### src/logic/master_interrupt_pending_map.svh
/*
 * Register offsets, field positions, reset values and decode constants of the
 * master interrupt pending block.
 * Assumes byte addresses on a 12-bit register port with 32-bit data.
 */
`ifndef MASTER_INTERRUPT_PENDING_MAP_SVH
`define MASTER_INTERRUPT_PENDING_MAP_SVH

`define ADDR_W 12
`define OFF_PENDING 12'h000
`define OFF_MASK 12'h004
`define OFF_FIELD_SELECT 12'h008
`define OFF_PORT_MODE 12'h00c
`define OFF_RX_SIG_BASE 12'h040
`define OFF_UNDERRUN_BASE 12'h080
`define RX_SIG_BLOCK 7'h02
`define UNDERRUN_BLOCK 6'h02

`define BIT_MAC 27
`define BIT_QUEUE 26
`define BIT_CTRL_WORD 25
`define BIT_REQ_PIN 24
`define LSB_TX_SIG 16
`define LSB_UNDERRUN 8
`define LSB_RX_SIG 0

`define RST_PENDING 32'h0000_0000
`define RST_MASK 32'h0fff_ffff
`define RST_FIELD_SELECT 4'hf
`define RST_PORT_MODE 16'h0000
`define IMPL_BITS 32'h0fff_ffff
`define MODE_ASYNC 2'h0

`endif

### src/logic/master_interrupt_pending_pkg.sv
/*
 * Types shared by the master interrupt pending block and its flag bank.
 * Assumes the map header for all numeric constants.
 */
package master_interrupt_pending_pkg;
    typedef logic [31:0] word_t;
    typedef logic [2:0] port_idx_t;
    typedef logic [4:0] slot_idx_t;
    typedef logic [7:0] port_vec_t;
endpackage : master_interrupt_pending_pkg

### src/logic/flag_bank_if.sv
/*
 * Connection between the top block and one per-port per-timeslot flag bank.
 * Assumes both ends run on mclk.
 */
`timescale 1ns/100ps
interface flag_bank_if;
    import master_interrupt_pending_pkg::*;
    logic ev_valid;
    port_idx_t ev_port;
    slot_idx_t ev_slot;
    logic wr;
    logic rd;
    port_idx_t sel_port;
    word_t wdata;
    word_t rdata;
    port_vec_t summary;
    modport owner (output ev_valid, ev_port, ev_slot, wr, rd, sel_port, wdata,
                   input rdata, summary);
    modport bank (input ev_valid, ev_port, ev_slot, wr, rd, sel_port, wdata,
                  output rdata, summary);
endinterface : flag_bank_if

### src/logic/flag_bank.sv
/*
 * Eight 32-bit per-timeslot change words, write one to clear, with one
 * summary bit per port and registered read data.
 * Assumes a single owner on mclk with synchronous active-high reset.
 */
`timescale 1ns/100ps
module flag_bank
    import master_interrupt_pending_pkg::*;
(
    input wire logic mclk,
    input wire logic sys_rst,
    flag_bank_if.bank bus
);
    word_t flags_q [8];
    word_t rdata_q;

    always_ff @(posedge mclk) begin
        for (int p = 0; p < 8; p++) begin
            word_t set_v;
            word_t clr_v;
            set_v = '0;
            clr_v = '0;
            if (bus.ev_valid && bus.ev_port == port_idx_t'(p)) begin
                set_v[bus.ev_slot] = 1'b1;
            end
            if (bus.wr && bus.sel_port == port_idx_t'(p)) begin
                clr_v = bus.wdata;
            end
            // New events win over a clear in the same cycle
            if (sys_rst) begin
                flags_q[p] <= '0;
            end else begin
                flags_q[p] <= (flags_q[p] & ~clr_v) | set_v;
            end
        end
    end

    always_ff @(posedge mclk) begin
        if (sys_rst) begin
            rdata_q <= '0;
        end else if (bus.rd) begin
            rdata_q <= flags_q[bus.sel_port];
        end
    end

    assign bus.rdata = rdata_q;

    always_comb begin
        for (int p = 0; p < 8; p++) begin
            bus.summary[p] = |flags_q[p];
        end
    end
endmodule : flag_bank

### src/logic/master_interrupt_pending.sv
/*
 * Master interrupt pending register with mask, field select, port modes,
 * request-pin change detection and two second-level per-timeslot banks.
 * Assumes event inputs on mclk, request pins asynchronous, register port
 * strobes one cycle long and read data taken one cycle after the read strobe.
 */
// Behaviour
// [RULE1] A MAC event sets pending bit 27.
// [RULE2] A host queue or pool threshold crossing sets pending bit 26.
// [RULE3] A change of the L, R, M or fragment field in any bundle sets pending bit 25.
// [RULE4] Only fields enabled in the field select register can raise bit 25.
// [RULE5] A request pin level change sets bit 24 only for ports in async serial mode 00.
// [RULE6] Bits 23 to 16 flag a transmit signaling change of ports 8 to 1.
// [RULE7] Bits 15 to 8 flag a jitter buffer underrun of ports 8 to 1.
// [RULE8] Bits 7 to 0 flag a receive signaling table change of ports 8 to 1.
// [RULE9] Each underrun bit summarises that port's per-timeslot underrun word.
// [RULE10] Each receive signaling bit summarises that port's per-timeslot change word.
// [RULE11] Pending bits latch at one, a written one clears and a written zero keeps.
// [RULE12] A mask bit at one blocks its pending bit from the interrupt, zero passes it.
// [RULE13] Only one, two, four or eight ports exist and absent ports never set a bit.
// [RULE14] The interrupt is high while any pending bit with a clear mask bit is set.
// [RULE15] Software writes zero to the upper four bits and pending reads zero after reset.
`timescale 1ns/100ps
`include "master_interrupt_pending_map.svh"
module master_interrupt_pending
    import master_interrupt_pending_pkg::*;
#(
    parameter int PORTS = 8
)
(
    input wire logic mclk,
    input wire logic sys_rst,
    input wire logic [11:0] reg_addr,
    input wire logic [31:0] reg_wdata,
    input wire logic reg_wr,
    input wire logic reg_rd,
    output logic [31:0] reg_rdata,
    output logic irq,
    input wire logic mac_event,
    input wire logic queue_threshold_event,
    input wire logic [3:0] control_word_change,
    input wire logic [7:0] line_request_pin,
    input wire logic [7:0] tx_sig_change,
    input wire logic underrun_valid,
    input wire logic [2:0] underrun_port,
    input wire logic [4:0] underrun_slot,
    input wire logic rx_sig_valid,
    input wire logic [2:0] rx_sig_port,
    input wire logic [4:0] rx_sig_slot
);
    function automatic port_vec_t present_ports(input int n);
        port_vec_t v;
        v = '0;
        for (int i = 0; i < 8; i++) begin
            v[i] = (i < n);
        end
        return v;
    endfunction : present_ports

    function automatic logic hit(input logic [11:0] a, input logic [11:0] off);
        return a == off;
    endfunction : hit

    localparam port_vec_t PRESENT = present_ports(PORTS);

    word_t pending_q;
    word_t mask_q;
    logic [3:0] field_select_q;
    logic [15:0] port_mode_q;
    word_t rdata_q;
    logic from_rx_q;
    logic from_underrun_q;
    port_vec_t pin_s1_q;
    port_vec_t pin_s2_q;
    port_vec_t pin_s3_q;
    port_vec_t pin_level_q;
    port_vec_t async_port;
    port_vec_t pin_change;
    word_t set_vec;
    logic ctrl_word_hit;
    logic rx_sel;
    logic underrun_sel;
    port_idx_t rx_idx;
    port_idx_t underrun_idx;

    flag_bank_if rx_if ();
    flag_bank_if underrun_if ();

    flag_bank rx_bank (
        .mclk (mclk),
        .sys_rst (sys_rst),
        .bus (rx_if.bank)
    );

    flag_bank underrun_bank (
        .mclk (mclk),
        .sys_rst (sys_rst),
        .bus (underrun_if.bank)
    );

    assign rx_sel = reg_addr[11:5] == `RX_SIG_BLOCK;
    assign rx_idx = reg_addr[4:2];
    assign underrun_sel = reg_addr[11:6] == `UNDERRUN_BLOCK && reg_addr[2] == 1'b0;
    assign underrun_idx = reg_addr[5:3];

    // Absent ports never feed their banks
    assign rx_if.ev_valid = rx_sig_valid && PRESENT[rx_sig_port]; // [RULE13]
    assign rx_if.ev_port = rx_sig_port;
    assign rx_if.ev_slot = rx_sig_slot;
    assign rx_if.wr = reg_wr && rx_sel;
    assign rx_if.rd = reg_rd && rx_sel;
    assign rx_if.sel_port = rx_idx;
    assign rx_if.wdata = reg_wdata;

    assign underrun_if.ev_valid = underrun_valid && PRESENT[underrun_port]; // [RULE13]
    assign underrun_if.ev_port = underrun_port;
    assign underrun_if.ev_slot = underrun_slot;
    assign underrun_if.wr = reg_wr && underrun_sel;
    assign underrun_if.rd = reg_rd && underrun_sel;
    assign underrun_if.sel_port = underrun_idx;
    assign underrun_if.wdata = reg_wdata;

    // Request pin synchroniser, change counted once stages two and three agree
    always_ff @(posedge mclk) begin
        if (sys_rst) begin
            pin_s1_q <= '0;
            pin_s2_q <= '0;
            pin_s3_q <= '0;
        end else begin
            pin_s1_q <= line_request_pin;
            pin_s2_q <= pin_s1_q;
            pin_s3_q <= pin_s2_q;
        end
    end

    always_ff @(posedge mclk) begin
        if (sys_rst) begin
            pin_level_q <= '0;
        end else begin
            for (int i = 0; i < 8; i++) begin
                if (pin_s2_q[i] == pin_s3_q[i]) begin
                    pin_level_q[i] <= pin_s3_q[i];
                end
            end
        end
    end

    always_comb begin
        for (int i = 0; i < 8; i++) begin
            async_port[i] = port_mode_q[2*i +: 2] == `MODE_ASYNC; // [RULE5]
            pin_change[i] = pin_s2_q[i] == pin_s3_q[i] && pin_s3_q[i] != pin_level_q[i];
        end
    end

    assign ctrl_word_hit = |(control_word_change & field_select_q); // [RULE4]

    always_comb begin
        set_vec = '0;
        set_vec[`BIT_MAC] = mac_event; // [RULE1]
        set_vec[`BIT_QUEUE] = queue_threshold_event; // [RULE2]
        set_vec[`BIT_CTRL_WORD] = ctrl_word_hit; // [RULE3]
        set_vec[`BIT_REQ_PIN] = |(pin_change & async_port & PRESENT); // [RULE5] [RULE13]
        set_vec[`LSB_TX_SIG +: 8] = tx_sig_change & PRESENT; // [RULE6] [RULE13]
        set_vec[`LSB_UNDERRUN +: 8] = underrun_if.summary & PRESENT; // [RULE7] [RULE9]
        set_vec[`LSB_RX_SIG +: 8] = rx_if.summary & PRESENT; // [RULE8] [RULE10]
    end

    // Sticky pending bits, set wins over a same-cycle clear
    always_ff @(posedge mclk) begin
        if (sys_rst) begin
            pending_q <= `RST_PENDING; // [RULE15]
        end else if (reg_wr && hit(reg_addr, `OFF_PENDING)) begin
            pending_q <= ((pending_q & ~reg_wdata) | set_vec) & `IMPL_BITS; // [RULE11]
        end else begin
            pending_q <= (pending_q | set_vec) & `IMPL_BITS; // [RULE11]
        end
    end

    always_ff @(posedge mclk) begin
        if (sys_rst) begin
            mask_q <= `RST_MASK;
        end else if (reg_wr && hit(reg_addr, `OFF_MASK)) begin
            mask_q <= reg_wdata & `IMPL_BITS;
        end
    end

    always_ff @(posedge mclk) begin
        if (sys_rst) begin
            field_select_q <= `RST_FIELD_SELECT;
        end else if (reg_wr && hit(reg_addr, `OFF_FIELD_SELECT)) begin
            field_select_q <= reg_wdata[3:0];
        end
    end

    always_ff @(posedge mclk) begin
        if (sys_rst) begin
            port_mode_q <= `RST_PORT_MODE;
        end else if (reg_wr && hit(reg_addr, `OFF_PORT_MODE)) begin
            port_mode_q <= reg_wdata[15:0];
        end
    end

    // Local read data; bank reads come from the banks' own registers
    always_ff @(posedge mclk) begin
        if (sys_rst) begin
            rdata_q <= '0;
            from_rx_q <= 1'b0;
            from_underrun_q <= 1'b0;
        end else begin
            from_rx_q <= reg_rd && rx_sel;
            from_underrun_q <= reg_rd && underrun_sel;
            if (reg_rd) begin
                case (reg_addr)
                    `OFF_PENDING: rdata_q <= pending_q;
                    `OFF_MASK: rdata_q <= mask_q;
                    `OFF_FIELD_SELECT: rdata_q <= {28'h0000000, field_select_q};
                    `OFF_PORT_MODE: rdata_q <= {16'h0000, port_mode_q};
                    default: rdata_q <= '0;
                endcase
            end else begin
                rdata_q <= '0;
            end
        end
    end

    always_comb begin
        if (from_rx_q) begin
            reg_rdata = rx_if.rdata;
        end else if (from_underrun_q) begin
            reg_rdata = underrun_if.rdata;
        end else begin
            reg_rdata = rdata_q;
        end
    end

    assign irq = |(pending_q & ~mask_q); // [RULE12] [RULE14]
endmodule : master_interrupt_pending

### config.mk
export PLATFORM = sky130hd
export DESIGN_NAME = master_interrupt_pending
export DESIGN_NICKNAME = d
export VERILOG_FILES = /design/src/logic/master_interrupt_pending_pkg.sv /design/src/logic/flag_bank_if.sv /design/src/logic/flag_bank.sv /design/src/logic/master_interrupt_pending.sv
export VERILOG_INCLUDE_DIRS = /design/src /design/src/logic
export SDC_FILE = /design/constraint.sdc
export NUM_CORES = 2
export LEC_CHECK = 0
export BUFFER_PORTS_ARGS = -buffer_cell sky130_fd_sc_hd__clkbuf_2
export CAP_MARGIN = 10
export CORE_ASPECT_RATIO = 0.5
export CORE_UTILIZATION = 62
export CTS_CLUSTER_DIAMETER = 60
export DETAILED_ROUTE_END_ITERATION = 10
export PLACE_DENSITY = 0.88
export SLEW_MARGIN = 10
export SYNTH_ARGS = -nofsm -noshare
export SYNTH_HDL_FRONTEND = slang
export SYNTH_SLANG_ARGS = --single-unit
### constraint.sdc
create_clock -name mclk -period 3.4 [get_ports mclk]
set_clock_uncertainty 0.2 [all_clocks]
set_input_delay 0.68 -clock mclk [delete_from_list [all_inputs] [get_ports mclk]]
set_output_delay 0.68 -clock mclk [all_outputs]
set_load 0.005 [all_outputs]
# Yosys cells after proc, flatten, opt, wreduce, memory -nomap -nowiden
# Memories as Yosys holds them, arrays and structs flattened. A register that Yosys moved wholly into a read port is not among the register bits.
# Cells that the tools add are included.
# word_totals
regBits	142
ram_bits	512
rom_bits	16
output_inout_bits	33
word_cells	298
memories	4
# classes
magnitude_cmp	6
n_eq_ne	49
muxes	61
n_bitwise	74
reduce_logical	86
# memory_table
name	depth	word_bits	read_ports	rd_ports_with_merged_regs	write_ports	line_no	text
rx_bank.flags_q	8	32	9	1	8	flag_bank.sv:14	word_t flags_q [8];
underrun_bank.flags_q	8	32	9	1	8	flag_bank.sv:14	
(no name shown)	8	1	1	0	0	master_interrupt_pending.sv:115	assign underrun_if.ev_valid = underrun_valid && PRESENT[underrun_port];
(no name shown)	8	1	1	0	0	master_interrupt_pending.sv:107	assign rx_if.ev_valid = rx_sig_valid && PRESENT[rx_sig_port];
# op_table
op	count
$mux W32	50
$reduce_or A32 Y1	17
$and A32 B32 Y32	16
$not A32 Y32	16
$or A32 B32 Y32	16
$pmux W28 S4	1
$or A28 B28 Y28	2
$logic_and A1 B1 Y1	53
$eq A3 B3 Y1 const B	16
$and A28 B32 Y32	1
$not A28 Y32	1
$and A28 B28 Y28	1
$mux W28	1
$not A28 Y28	1
$eq A12 B4 Y1 const B	2
$eq A3 B2 Y1 const B	8
$logic_not A2 Y1	8
$or A1 B1 Y1	16
$eq A12 B3 Y1 const B	1
$eq A3 B1 Y1 const B	4
$logic_not A12 Y1	1
$logic_not A3 Y1	4
$lt A5 B6 Y1 const B	2
$demux W1 S5	2
other kinds (13)	36

# Logic depth before layout (Yosys ltp)
# logic_depth
word_depth	9
mapped_depth	8

# Hierarchy
# From an unflattened synthesis, not the netlist that was laid out.
# unflattened
hier_cells	3818
area_unflattened_um2	33063.0
# by_module_without_submodules
module	instances	cells_per_inst	area_per_inst_um2	seq_area_each_um2
flag_bank (rx_bank)	1	1582	13724.4	5765.5
flag_bank (underrun_bank)	1	1535	13135.1	5765.5
master_interrupt_pending	1	701	6203.4	2762.6

# Worst setup path before layout
# OpenSTA, ideal clock, no wires.
# synth_timing
path_kind	input to register
startpoint	in reg_addr[8]
endpoint	mem rx_bank.flags_q[6][10] (netlist name)
setup_time_ps	132
arrival_ps	2263
required_ps	3068
slack_ps	805
stages	6
n_path_buf	2
cell_sequence	or4_4 > buf_6 > or4_4 > buf_6 > o21ai_2 > a21oi_1
# synth_lines
element	line_no	text
from (decl)	master_interrupt_pending.sv:33	input wire logic [11:0] reg_addr,
to (decl)	flag_bank.sv:14	

# Final worst setup path
# layout_timing
startpoint	reg from_underrun_q
endpoint	out reg_rdata[30]
# layout_between
elab_chain_cells	2
# layout_rtl
element	line_no	text
from (decl)	master_interrupt_pending.sv:72	logic from_underrun_q;
from (signal assigned)	master_interrupt_pending.sv:211	from_underrun_q <= reg_rd && underrun_sel;
$mux W32	master_interrupt_pending.sv:229	end else if (from_underrun_q) begin
$mux W32	master_interrupt_pending.sv:227	if (from_rx_q) begin
to (decl)	master_interrupt_pending.sv:37	output logic [31:0] reg_rdata,
# Every way passes these cells.

==> qor.csv <==
stage;metric;value;unit
timing;RSZ-0062 raised after global routing;no;
layout;commonest non-fill, non-tap cell in the layout;dfxtp_1;
global_routing;GRT Overall Usage;42.1;%
timing;Worst-Margin Slew;1180;ps
global_routing;global-route wire length before repair;170000;microns
logic_synthesis;Synth Instances;3539;
clock_tree;postcts setup bufs;0;
clock_tree;CTS tree;yes;
timing;final period demand of the worst path;3020;ps
floorplanning;core box area;50700;sq um
worst_setup_path;Crit path largest cell delay;550;ps
worst_setup_path;cell family with most CP delay;flip-flops;
timing;total negative slack;0;ps
route;routed wire length;114000;microns
logic_synthesis;Post-synth ARST share;0;%
worst_setup_path;CP endpoint kind;output port;
worst_setup_path;CP Max Fanout;14;
timing;final worst setup slack;377;ps
floorplanning;row cnt;58;
power_and_ir_drop;Leak;11.7;nW
route;Detail Route Antenna Nets;0;
logic_synthesis;Post-Synth Adder-Cell Area;0;%
route;via/cell ratio;7.39;
worst_setup_path;crit path DAT;2140;ps
logic_synthesis;XOR/XNOR share of the synthesized area;0;%
clock_tree;clk buf depth;3;
floorplanning;Ports;121;
place;HPWL Detailed;76700;microns
global_routing;GR Overflow Total;0;
route;WL/cell;27.1;microns
clock_tree;hold_buf cts;0;
logic_synthesis;Seq/Total Area, Yosys;44.5;%
worst_setup_path;Required @ worst endpoint;2520;ps
route;Residual DRC;0;
global_routing;largest net degree at the start of global routing;165;
logic_synthesis;mux cell area share after synthesis;13.4;%
timing;Final Hold Viols;0;
floorplanning;Die X;324;microns
min_path;hold path cells;2;
worst_setup_path;Crit Path Class;register to output port;
clock_tree;Post-CTS Resized;0;
timing;fin. max-slew vios;0;
layout;fin cells;4213;
timing;f_max;331;MHz
place;Port Buf Inserts;120;
timing;headroom to the max-slew limit;19.6;%
power_and_ir_drop;Total Power;0.0170;W
worst_setup_path;CP Buf/Inv Count;2;
logic_synthesis;Synth Flop Type;dfxtp_1;
worst_setup_path;worst-path cell chain;buf_4, nand2_1, o21ai_0, clkbuf_2;
clock_tree;Clock Latency Late Sink;630;ps
worst_setup_path;Setup crit start kind;register;
logic_synthesis;Compound-Gate Fraction of Synth Area;21.5;%
worst_setup_path;stages on the worst setup path;4;
route;Initial DRT Pass Iterations;10;
power_and_ir_drop;P per Cell Area;483;nW/um^2
logic_synthesis;largest family of logic cells by synthesized area;compound AO/OA/AOI/OAI gates;
logic_synthesis;area share of and/or/nand/nor cells after synthesis;15.5;%
logic_synthesis;flops & latches, synth;714;
logic_synthesis;Net Count, Synth;3627;
place;Cell Count Post-Placement;4101;
logic_synthesis;mapped cell area;32100;sq um
logic_synthesis;EDFF count, synth;0;
clock_tree;Clk Tree Root Cell;clkbuf_16;
layout;final net count;3561;
global_routing;vias in the first global route;28960;
clock_tree;clk sinks;714;
clock_tree;TritonCTS Buffers;60;
outcome;status;complete, no violations;
global_routing;initial antenna violation count;5;
power_and_ir_drop;VDD IR max;0.450;mV
clock_tree;clock-pin slew on the worst setup and hold paths;70;ps
layout;most frequent cells in the layout;dfxtp_1 (712), nand2_1 (565), o21ai_0 (360);
logic_synthesis;synth unique cells;52;
route;initial detailed-routing violation count;6134;
clock_tree;htree depth;2;
logic_synthesis;syn avg cell area;9.07;sq um
route;via count;31121;
timing;final setup violation count;0;
timing;fin crit share;88.9;%
floorplanning;Die H;163;microns
floorplanning;die area;52700;sq um
layout;layout cells sized above 1;14.1;%
logic_synthesis;Yosys warnings;0;
place;dpl ws;331;ps
layout;synthesis-to-layout area growth;9.47;%
worst_setup_path;slowest stage cell, crit path;dfxtp_2;
min_path;HP Class;primary input to register;
run;max cap viols;0;
place;GPL Wtd Cong;1.02;
floorplanning;Initial Util;63.4;%
worst_setup_path;reg2reg path depth;4;
per-layer routing:
metal  wire, microns  GRT usage [%]  up-vias
li1                -              -    12923
met1           40000           55.1    14739
met2           48100           61.9     2856
met3           19800           15.7      603
met4            6270           19.5        0
met5               0          0.185        -
stage by stage:
stage	hold slack, ps	utilization, %	cell area [sq um]
detailed placement	227	65.3	33100
global route	78.6	69.4	35100
finish	70.4	69.4	35100
CTS	69.1	69.3	35100
global placement	217	65.3	33100
floorplan	214	-	32100
power breakdown:
group / internal, W / leakage, nW / total [W] / switching, W
combinational: 0.000270 / 4.94 / 0.00104 / 0.000770
sequential: 0.00841 / 5.76 / 0.00847 / 0.0000602
clock: 0.00422 / 1.01 / 0.00746 / 0.00324
flip-flops by register name, indices dropped and copies added (netlist names):
name and cells:
underrun_bank.bus.rdata 32, pending_q 28, field_select_q 4, port_mode_q 16, pin_s1_q 8, rx_bank.flags_q 256
pin_s2_q 8, rx_bank.bus.rdata 32, from_underrun_q 1, rdata_q 28, from_rx_q 1, pin_s3_q 8
pin_level_q 8, mask_q 28, underrun_bank.flags_q 256
Yosys cell counts, types with 3 or more instances:
master | n | area, sq um
dfxtp_1 | 714 | 14300
nand2_1 | 565 | 2120
o21ai_0 | 360 | 1800
a21oi_1 | 356 | 1780
clkbuf_1 | 245 | 920
nor2_1 | 204 | 766
a32o_1 | 192 | 1920
nor4_1 | 134 | 838
mux2i_1 | 132 | 1320
mux4_2 | 132 | 2970
inv_1 | 72 | 270
a211oi_1 | 70 | 526
buf_2 | 59 | 295
nand4_1 | 39 | 244
o21ai_2 | 30 | 263
nor2b_1 | 28 | 175
o211ai_1 | 28 | 210
nor3_1 | 19 | 95.1
o31ai_1 | 18 | 135
nand3b_1 | 16 | 120
or3b_2 | 16 | 140
o22ai_1 | 13 | 81.3
a311oi_1 | 10 | 87.6
buf_1 | 9 | 33.8
nand3_1 | 9 | 45.0
nand2b_1 | 8 | 50.1
nor4_4 | 6 | 128
buf_6 | 5 | 56.3
nand4b_1 | 5 | 43.8
buf_4 | 4 | 30.0
o21ai_1 | 4 | 20.0
o311ai_0 | 4 | 35.0
nor3b_1 | 3 | 22.5
or4_4 | 3 | 33.8
worst reg2reg max path: cells and delay by family (launching register included):
| kind | cells | cell delay, ps |
|---|---|---|
| AOI/OAI and AO/OA | 3 | 1450 |
| DFF | 1 | 320 |
| and+or+nand+nor | 1 | 180 |
area by class of cell:
type | instances | area [sq um]
Antenna cell | 4 | 10.0
Clock buffer | 86 | 1700
Clock inverter | 22 | 363
Fill cell | 3669 | 15500
Inverter | 73 | 279
Multi-Input combinational cell | 2430 | 16300
Sequential cell | 714 | 14300
Tap cell | 690 | 863
Timing Repair Buffer | 194 | 1370
kinds of logic after synthesis:
family                 after synthesis
and+or+nand+nor                   1074
muxes                              264
AOI/OAI and AO/OA                 1092
DFF                                714
buffers and inverters              395
final timing paths:
| path | startpoint | endpoint | slack [ps] |
|---|---|---|---|
| worst max-delay path | from_underrun_q$_SDFF_PP0_ | reg_rdata[30] | 380 |
| worst min-delay path | line_request_pin[3] | pin_s1_q[3]$_SDFF_PP0_ | 70 |
| worst max register to register | pin_level_q[2]$_SDFFE_PP0P_ | pending_q[24]$_SDFF_PP0_ | 1110 |
| worst min register to register | pin_s1_q[1]$_SDFF_PP0_ | pin_s2_q[1]$_SDFF_PP0_ | 240 |
No activity file was read; power rests on OpenSTA's default activity.
